--- src/verilog/mpc_params.svh ---
// Purpose: Register indexes, reset values and bus codes of the motor port pin control
// Assumes: Byte address of a register is four times its index
// Notes: Definitions only
`ifndef MPC_PARAMS_SVH
`define MPC_PARAMS_SVH

`define MPC_IDX_U_DATA 4'h0
`define MPC_IDX_U_IN 4'h1
`define MPC_IDX_U_DIR 4'h2
`define MPC_IDX_U_SLEW 4'h3
`define MPC_IDX_U_PE 4'h4
`define MPC_IDX_U_POL 4'h5
`define MPC_IDX_V_DATA 4'h6
`define MPC_IDX_V_IN 4'h7
`define MPC_IDX_V_DIR 4'h8
`define MPC_IDX_V_SLEW 4'h9
`define MPC_IDX_V_PE 4'hA
`define MPC_IDX_V_POL 4'hB
`define MPC_IDX_LAST 4'hB

`define MPC_RST_DATA 8'h00
`define MPC_RST_DIR 8'h00
`define MPC_RST_SLEW 8'h00
`define MPC_RST_PE 8'h00
`define MPC_RST_POL 8'h00
`define MPC_RST_IBUF 16'hFFFF

`define MPC_HRESP_OKAY 1'b0
`define MPC_RD_WAIT_CYCLES 1

`endif

--- src/verilog/mpc_pkg.sv ---
// Purpose: Types of the motor port pin control
// Assumes: Used together with mpc_params.svh
// Notes: Bus phase codes are Gray along idle, write, read
package mpc_pkg;
  typedef enum logic [1:0] {
    MPC_PH_IDLE = 2'b00,
    MPC_PH_WR = 2'b01,
    MPC_PH_RD = 2'b11
  } mpc_phase_t;
endpackage : mpc_pkg

--- src/verilog/mpc_port_ctrl.sv ---
// Purpose: Pin control of two 8-bit motor ports shared by stall detectors, motor PWM and GPIO
// Assumes: AHB-Lite slave, single word transfers, peripherals on hclk
// Notes: Reads take one wait state, writes none
`include "mpc_params.svh"

module mpc_port_ctrl
  import mpc_pkg::*;
(
  // Clock and reset
  input wire logic hclk,
  input wire logic hresetn,
  // AHB-Lite slave
  input wire logic hsel,
  input wire logic [31:0] haddr,
  input wire logic [1:0] htrans,
  input wire logic hwrite,
  input wire logic [2:0] hsize,
  input wire logic [31:0] hwdata,
  input wire logic hready,
  output logic hreadyout,
  output logic hresp,
  output logic [31:0] hrdata,
  // Peripherals, one group of four pins each, group 0 is port U low
  input wire logic [3:0] stall_en,
  input wire logic [15:0] stall_out,
  input wire logic [3:0] pwm_en,
  input wire logic [15:0] pwm_out,
  // Pins, bits 7..0 port U, bits 15..8 port V
  input wire logic [15:0] pin_in,
  output logic [15:0] pin_out,
  output logic [15:0] pin_oe,
  output logic [15:0] pin_pull_up,
  output logic [15:0] pin_pull_down,
  output logic [15:0] pin_slew,
  output logic [15:0] pin_ibuf_en
);

  mpc_phase_t phase_reg, phase_next;
  logic [3:0] idx_reg, idx_next;
  logic hreadyout_reg, hreadyout_next;
  logic [31:0] hrdata_reg, hrdata_next;
  logic hresp_reg;
  logic [7:0] port_u_pin_data_reg, port_u_direction_reg, port_u_slew_control_reg;
  logic [7:0] port_u_pull_enable_reg, port_u_pull_polarity_reg;
  logic [7:0] port_v_pin_data_reg, port_v_direction_reg, port_v_slew_control_reg;
  logic [7:0] port_v_pull_enable_reg, port_v_pull_polarity_reg;
  logic [15:0] pin_sync1_reg, pin_sync2_reg;
  logic [15:0] pin_out_reg, pin_oe_reg, pin_pull_up_reg, pin_pull_down_reg;
  logic [15:0] pin_slew_reg, pin_ibuf_en_reg;

  wire take;
  wire wr_en;
  wire rd_fill;
  wire [15:0] wr_sel;
  wire [7:0] rd_tbl [0:15];
  wire [7:0] rd_byte;
  wire [15:0] data_all, dir_all, slew_all, pe_all, pol_all;
  wire [15:0] pin_view, data_view;
  wire [15:0] drive_next, oe_next, pull_act;
  wire [3:0] periph_own;

  // Bus phase tracking; hready gates the take so no request is seen during the read wait
  assign take = hsel & htrans[1] & hready;
  assign phase_next = take ? (hwrite ? MPC_PH_WR : MPC_PH_RD) : MPC_PH_IDLE;
  assign idx_next = take ? haddr[5:2] : idx_reg;
  assign hreadyout_next = ~(take & ~hwrite);
  assign wr_en = (phase_reg == MPC_PH_WR) & hready;
  assign rd_fill = (phase_reg == MPC_PH_RD);
  assign wr_sel = wr_en ? (16'h0001 << idx_reg) : 16'h0000;

  always_ff @(posedge hclk or negedge hresetn) begin
    if (!hresetn) begin
      phase_reg <= MPC_PH_IDLE;
      idx_reg <= 4'h0;
      hreadyout_reg <= 1'b1;
      hrdata_reg <= 32'h00000000;
      hresp_reg <= `MPC_HRESP_OKAY;
    end else begin
      phase_reg <= phase_next;
      idx_reg <= idx_next;
      hreadyout_reg <= hreadyout_next;
      hrdata_reg <= hrdata_next;
      hresp_reg <= `MPC_HRESP_OKAY;
    end
  end

  // Register writes; input and unmapped indexes raise a select line that no register uses
  always_ff @(posedge hclk or negedge hresetn) begin
    if (!hresetn) begin
      port_u_pin_data_reg <= `MPC_RST_DATA;
      port_u_direction_reg <= `MPC_RST_DIR;
      port_u_slew_control_reg <= `MPC_RST_SLEW;
      port_u_pull_enable_reg <= `MPC_RST_PE;
      port_u_pull_polarity_reg <= `MPC_RST_POL;
      port_v_pin_data_reg <= `MPC_RST_DATA;
      port_v_direction_reg <= `MPC_RST_DIR;
      port_v_slew_control_reg <= `MPC_RST_SLEW;
      port_v_pull_enable_reg <= `MPC_RST_PE;
      port_v_pull_polarity_reg <= `MPC_RST_POL;
    end else begin
      if (wr_sel[`MPC_IDX_U_DATA]) port_u_pin_data_reg <= hwdata[7:0];
      if (wr_sel[`MPC_IDX_U_DIR]) port_u_direction_reg <= hwdata[7:0];
      if (wr_sel[`MPC_IDX_U_SLEW]) port_u_slew_control_reg <= hwdata[7:0];
      if (wr_sel[`MPC_IDX_U_PE]) port_u_pull_enable_reg <= hwdata[7:0];
      if (wr_sel[`MPC_IDX_U_POL]) port_u_pull_polarity_reg <= hwdata[7:0];
      if (wr_sel[`MPC_IDX_V_DATA]) port_v_pin_data_reg <= hwdata[7:0];
      if (wr_sel[`MPC_IDX_V_DIR]) port_v_direction_reg <= hwdata[7:0];
      if (wr_sel[`MPC_IDX_V_SLEW]) port_v_slew_control_reg <= hwdata[7:0];
      if (wr_sel[`MPC_IDX_V_PE]) port_v_pull_enable_reg <= hwdata[7:0];
      if (wr_sel[`MPC_IDX_V_POL]) port_v_pull_polarity_reg <= hwdata[7:0];
    end
  end

  // Pin synchroniser; only the second stage is looked at
  always_ff @(posedge hclk or negedge hresetn) begin
    if (!hresetn) begin
      pin_sync1_reg <= 16'h0000;
      pin_sync2_reg <= 16'h0000;
    end else begin
      pin_sync1_reg <= pin_in;
      pin_sync2_reg <= pin_sync1_reg;
    end
  end

  assign data_all = {port_v_pin_data_reg, port_u_pin_data_reg};
  assign dir_all = {port_v_direction_reg, port_u_direction_reg};
  assign slew_all = {port_v_slew_control_reg, port_u_slew_control_reg};
  assign pe_all = {port_v_pull_enable_reg, port_u_pull_enable_reg};
  assign pol_all = {port_v_pull_polarity_reg, port_u_pull_polarity_reg};

  // Disabled input buffer reads as 1; the view lags the pin by the synchroniser
  assign pin_view = slew_all | pin_sync2_reg;
  assign data_view = (dir_all & data_all) | (~dir_all & pin_view);

  // Read table, captured one cycle after the address phase so a preceding write is seen
  assign rd_tbl[`MPC_IDX_U_DATA] = data_view[7:0];
  assign rd_tbl[`MPC_IDX_U_IN] = pin_view[7:0];
  assign rd_tbl[`MPC_IDX_U_DIR] = port_u_direction_reg;
  assign rd_tbl[`MPC_IDX_U_SLEW] = port_u_slew_control_reg;
  assign rd_tbl[`MPC_IDX_U_PE] = port_u_pull_enable_reg;
  assign rd_tbl[`MPC_IDX_U_POL] = port_u_pull_polarity_reg;
  assign rd_tbl[`MPC_IDX_V_DATA] = data_view[15:8];
  assign rd_tbl[`MPC_IDX_V_IN] = pin_view[15:8];
  assign rd_tbl[`MPC_IDX_V_DIR] = port_v_direction_reg;
  assign rd_tbl[`MPC_IDX_V_SLEW] = port_v_slew_control_reg;
  assign rd_tbl[`MPC_IDX_V_PE] = port_v_pull_enable_reg;
  assign rd_tbl[`MPC_IDX_V_POL] = port_v_pull_polarity_reg;
  assign rd_tbl[12] = 8'h00;
  assign rd_tbl[13] = 8'h00;
  assign rd_tbl[14] = 8'h00;
  assign rd_tbl[15] = 8'h00;
  assign rd_byte = rd_tbl[idx_reg];
  assign hrdata_next = rd_fill ? {24'h000000, rd_byte} : hrdata_reg;

  // Ownership per group of four pins
  genvar g;
  generate
    for (g = 0; g < 4; g = g + 1) begin : g_grp
      assign periph_own[g] = stall_en[g] | pwm_en[g];
      assign drive_next[g*4+:4] = stall_en[g] ? stall_out[g*4+:4] :
                                  pwm_en[g] ? pwm_out[g*4+:4] : data_all[g*4+:4];
      assign oe_next[g*4+:4] = periph_own[g] ? 4'hF : dir_all[g*4+:4];
    end
  endgenerate

  // Pull only on inputs; an output owned by a peripheral never pulls
  assign pull_act = ~oe_next & pe_all;

  always_ff @(posedge hclk or negedge hresetn) begin
    if (!hresetn) begin
      pin_out_reg <= 16'h0000;
      pin_oe_reg <= 16'h0000;
      pin_pull_up_reg <= 16'h0000;
      pin_pull_down_reg <= 16'h0000;
      pin_slew_reg <= 16'h0000;
      pin_ibuf_en_reg <= `MPC_RST_IBUF;
    end else begin
      pin_out_reg <= drive_next;
      pin_oe_reg <= oe_next;
      pin_pull_up_reg <= pull_act & ~pol_all;
      pin_pull_down_reg <= pull_act & pol_all;
      pin_slew_reg <= slew_all;
      pin_ibuf_en_reg <= ~slew_all;
    end
  end

  assign hreadyout = hreadyout_reg;
  assign hresp = hresp_reg;
  assign hrdata = hrdata_reg;
  assign pin_out = pin_out_reg;
  assign pin_oe = pin_oe_reg;
  assign pin_pull_up = pin_pull_up_reg;
  assign pin_pull_down = pin_pull_down_reg;
  assign pin_slew = pin_slew_reg;
  assign pin_ibuf_en = pin_ibuf_en_reg;

  generate
    for (g = 0; g < 4; g = g + 1) begin : g_chk

    end
  endgenerate
endmodule : mpc_port_ctrl

--- config.mk ---
export PLATFORM = sky130hd
export DESIGN_NAME = mpc_port_ctrl
export DESIGN_NICKNAME = d
export VERILOG_FILES = /design/src/verilog/mpc_pkg.sv /design/src/verilog/mpc_port_ctrl.sv
export VERILOG_INCLUDE_DIRS = /design/src /design/src/verilog
export SDC_FILE = /design/constraint.sdc
export NUM_CORES = 1
export LEC_CHECK = 0
export ABC_AREA = 1
export BUFFER_PORTS_ARGS = -buffer_cell sky130_fd_sc_hd__buf_2
export CORE_ASPECT_RATIO = 0.8
export CORE_UTILIZATION = 55
export DETAILED_ROUTE_END_ITERATION = 16
export PLACE_DENSITY = 0.81
export SETUP_SLACK_MARGIN = 0.3
export SYNTH_ARGS = -nofsm -noshare
export SYNTH_HDL_FRONTEND = slang
export SYNTH_SLANG_ARGS = --single-unit
--- constraint.sdc ---
create_clock -name hclk -period 2.44 [get_ports hclk]
set_input_delay 0.366 -clock hclk [delete_from_list [all_inputs] [get_ports hclk]]
set_output_delay 0.366 -clock hclk [all_outputs]
set_load 0.1 [all_outputs]
==> impl_metrics.json <==
{
  "worstMarginPinSlew_ns": 0.754,
  "synth-simple-area-share_pct": 20.4,
  "switching_share_pct": 35.6,
  "clock-root-buffer": "clkbuf_16",
  "netlist_top_cells_count": "300 x nand2_1, 206 x dfrtp_1, 96 x inv_1, 70 x nor2_1, 58 x o21ai_0",
  "ant_nets": 0,
  "status": "complete, no violations",
  "intPower_w": 0.00695,
  "worstHoldPathCells": 2,
  "grt-ovfl-total": 0,
  "synth_mux_area_share_pct": 0,
  "synth_area_leaders": "dfrtp_1 57%, nand2_1 13%, dfstp_2 5.0%",
  "cts_setup_buffers": 0,
  "worstRegToRegCells": 3,
  "dieArea_sq_mm": 0.0168,
  "cts_buffer_depth": 3,
  "yosysWarnings": 0,
  "critPathKind": "register to register",
  "path_clk_slew_ns": 0.07,
  "layoutNonFillerInstCount": 1374,
  "yosysMostFrequentCell": "nand2_1",
  "pin_count": 260,
  "finalSetupTns_ns": 0,
  "route.detailed.drc": 0,
  "hpwl_um": 13900,
  "maxCapViolCount": 0,
  "clock_latency_ns": 0.50,
  "clock.fmax_mhz": 495,
  "row_count": 41,
  "netlist-cell-type-count": 26,
  "syn_avg_cell_area_sq_um": 9.54,
  "clock_power_share_pct": 34.6,
  "routed_wl_um": 20600,
  "synth_cells": 940,
  "fin_hold_ws_ns": 0.0225,
  "cp.arrival_ns": 2.42,
  "worstPathMaxFanout": 16,
  "port_buffers": 178,
  "antenna_found_initial": 1,
  "htree_levels": 1,
  "cts_resized": 0,
  "hold_buffers": 17,
  "coreArea_sq_mm": 0.0159,
  "fin_crit_ns": 2.02,
  "synth_compound_area_share_pct": 8.54,
  "fp.dieW_um": 145,
  "fin_crit_sh_pct": 82.9,
  "synth-edff-count": 0,
  "synthArstFlopShare_pct": 100,
  "grt_pass1_vias": 6626,
  "seq_power_share_pct": 40.7,
  "ir_worst_vdd_mv": 0.706,
  "leakage_nw": 5.62,
  "placed_cells": 1317,
  "synth_fa_ha_area_share_pct": 0,
  "synthFlopType": "dfrtp_1",
  "hp-class": "input port to register",
  "dieHeight_um": 116,
  "drt-vias-per-instance": 5.03,
  "rsz0062_at_grt": "no",
  "cp-end-kind": "register",
  "synth_xor_xnor_area_share_pct": 0,
  "synth_seq_area_share_pct": 62.5,
  "fin_nets": 1273,
  "r2r_end": "port_u_pull_polarity_reg[2]$_DFFE_PN0P_",
  "start_kind": "register",
  "synth_top_area_cell": "dfrtp_1",
  "min_to": "phase_reg[1]$_DFF_PN0_",
  "final_layout_size_suffix_gt1_share_pct": 24.7,
  "setup_viol": 0,
  "syn-cell-area_sq_mm": 0.00897,
  "ys_seq_elements": 223,
  "fin_skew_ns": 0.00846,
  "grt_use_total_pct": 25.8,
  "route.vias.total": 6910,
  "relSlewSlack_pct": 49.5,
  "slew_viol_final": 0,
  "p_sw_w": 0.00384,
  "wl_per_cell_um": 15.0,
  "synth_top_area_share_pct": 57.5,
  "reg2reg_slack_ns": 0.42,
  "finalHoldViolCount": 0,
  "power_density_mw_per_mm2": 985,
  "crit_required_ns": 2.84,
  "synth_top_family_by_area": "simple AND/OR/NAND/NOR gates",
  "regToRegStartpoint": "idx_reg[3]$_DFFE_PN0P_",
  "cts.sinks": 223,
  "gp_congestion": 0.861,
  "syn2layout_area_growth_pct": 22.1,
  "grt_pass1_wl_um": 33100,
  "initial_core_util_pct": 56.6,
  "min_from": "hwrite",
  "antennaDiodeCount": 0,
  "cts_tree": "done",
  "grt_max_degree": 88,
  "p_comb_share_pct": 24.7,
  "drtIter0Drc": 542,
  "cts_buffers": 22,
  "num-fill-cells": 1198,
  "dr.pass1.iters": 5
}
cell families after synthesis:
group | count (synthesis)
simple gates | 437
other cells | 1
flops | 223
compound gates | 125
buf+inv | 154
layout by cell type, fill, tap and decap left out:
cell / netlist / routed
clkinv_2: 0 / 4
clkbuf_16: 0 / 23
o21ai_1: 19 / 19
nand3_2: 3 / 3
buf_12: 0 / 2
dlygate4sd3_1: 0 / 17
o21ai_0: 58 / 58
buf_4: 29 / 12
o21a_1: 16 / 16
nand3_1: 49 / 49
nor2_2: 3 / 3
nand2_2: 2 / 2
buf_8: 0 / 1
inv_1: 96 / 96
clkinvlp_4: 0 / 5
o21ai_2: 16 / 16
dfstp_2: 17 / 17
inv_2: 4 / 4
nor2_4: 2 / 2
o211ai_1: 16 / 16
nand3_4: 3 / 3
bufinv_16: 0 / 5
nand2_1: 300 / 300
nor3_4: 1 / 1
nor2_1: 70 / 70
conb_1: 1 / 25
buf_2: 8 / 177
clkbuf_1: 6 / 1
nand2_4: 4 / 4
clkbuf_8: 0 / 2
dfrtp_1: 206 / 206
power groups by stage:
stage	logic (W)	clock network (W)	registers, W
after floorplan	0.000974	0	0.00556
after global placement	0.00259	0	0.00443
after detailed placement	0.00263	0	0.00444
after CTS	0.00267	0.00377	0.00439
after global routing	0.00286	0.00392	0.00444
final	0.00266	0.00373	0.00439
area by class of cell:
| cell class | instances | area (sq um) | area share [%] |
|---|---|---|---|
| Tap cell | 215 | 269 | 2.46 |
| Clock buffer | 26 | 607 | 5.54 |
| Sequential cell | 223 | 5600 | 51.1 |
| Multi-Input combinational cell | 587 | 2690 | 24.6 |
| Timing Repair Buffer | 209 | 1200 | 11.0 |
| Inverter | 100 | 375 | 3.43 |
| Clock inverter | 14 | 208 | 1.90 |
per-stage QoR:
stage	total power [W]	worst slack, ns	area, sq um	util [%]
after floorplan	0.00653	1.09	9060	-
after global placement	0.00702	0.667	9970	62.9
after detailed placement	0.00707	0.624	9970	62.9
after CTS	0.0108	0.458	11000	69.1
after global routing	0.0112	0.341	11000	69.1
final	0.0108	0.418	11000	69.1
critical path, stage by stage (launching register included):
cell	delay, ns
dfrtp_1	0.42
nor2_1	0.61
nand3_2	0.52
o21ai_0	0.36
layer usage:
layer  track usage, %  wire, um  vias to the layer above
met2             44.2     10200                      260
met1             33.9      8590                     3303
met3             4.96      1360                       47
li1                 -         -                     3298
met4             6.74       457                        2
met5                0         9                        -
worst max path at each step:
stage,from,end,slack (ns),cells after the start
2_1_floorplan,idx_reg[2]$_DFFE_PN0P_,port_v_pull_enable_reg[5]$_DFFE_PN0P_,1.09,7
3_3_place_gp,idx_reg[0]$_DFFE_PN0P_,hrdata[0]$_DFFE_PN0N_,0.67,9
5_1_grt,idx_reg[2]$_DFFE_PN0P_,port_u_pull_polarity_reg[2]$_DFFE_PN0P_,0.34,4
6_report,idx_reg[3]$_DFFE_PN0P_,port_u_pull_polarity_reg[2]$_DFFE_PN0P_,0.42,3
3_5_place_dp,idx_reg[3]$_DFFE_PN0P_,port_u_pull_polarity_reg[3]$_DFFE_PN0P_,0.62,4
4_1_cts,idx_reg[3]$_DFFE_PN0P_,port_u_pull_polarity_reg[2]$_DFFE_PN0P_,0.46,3
Note: power is estimated with default switching activity, not from simulation.
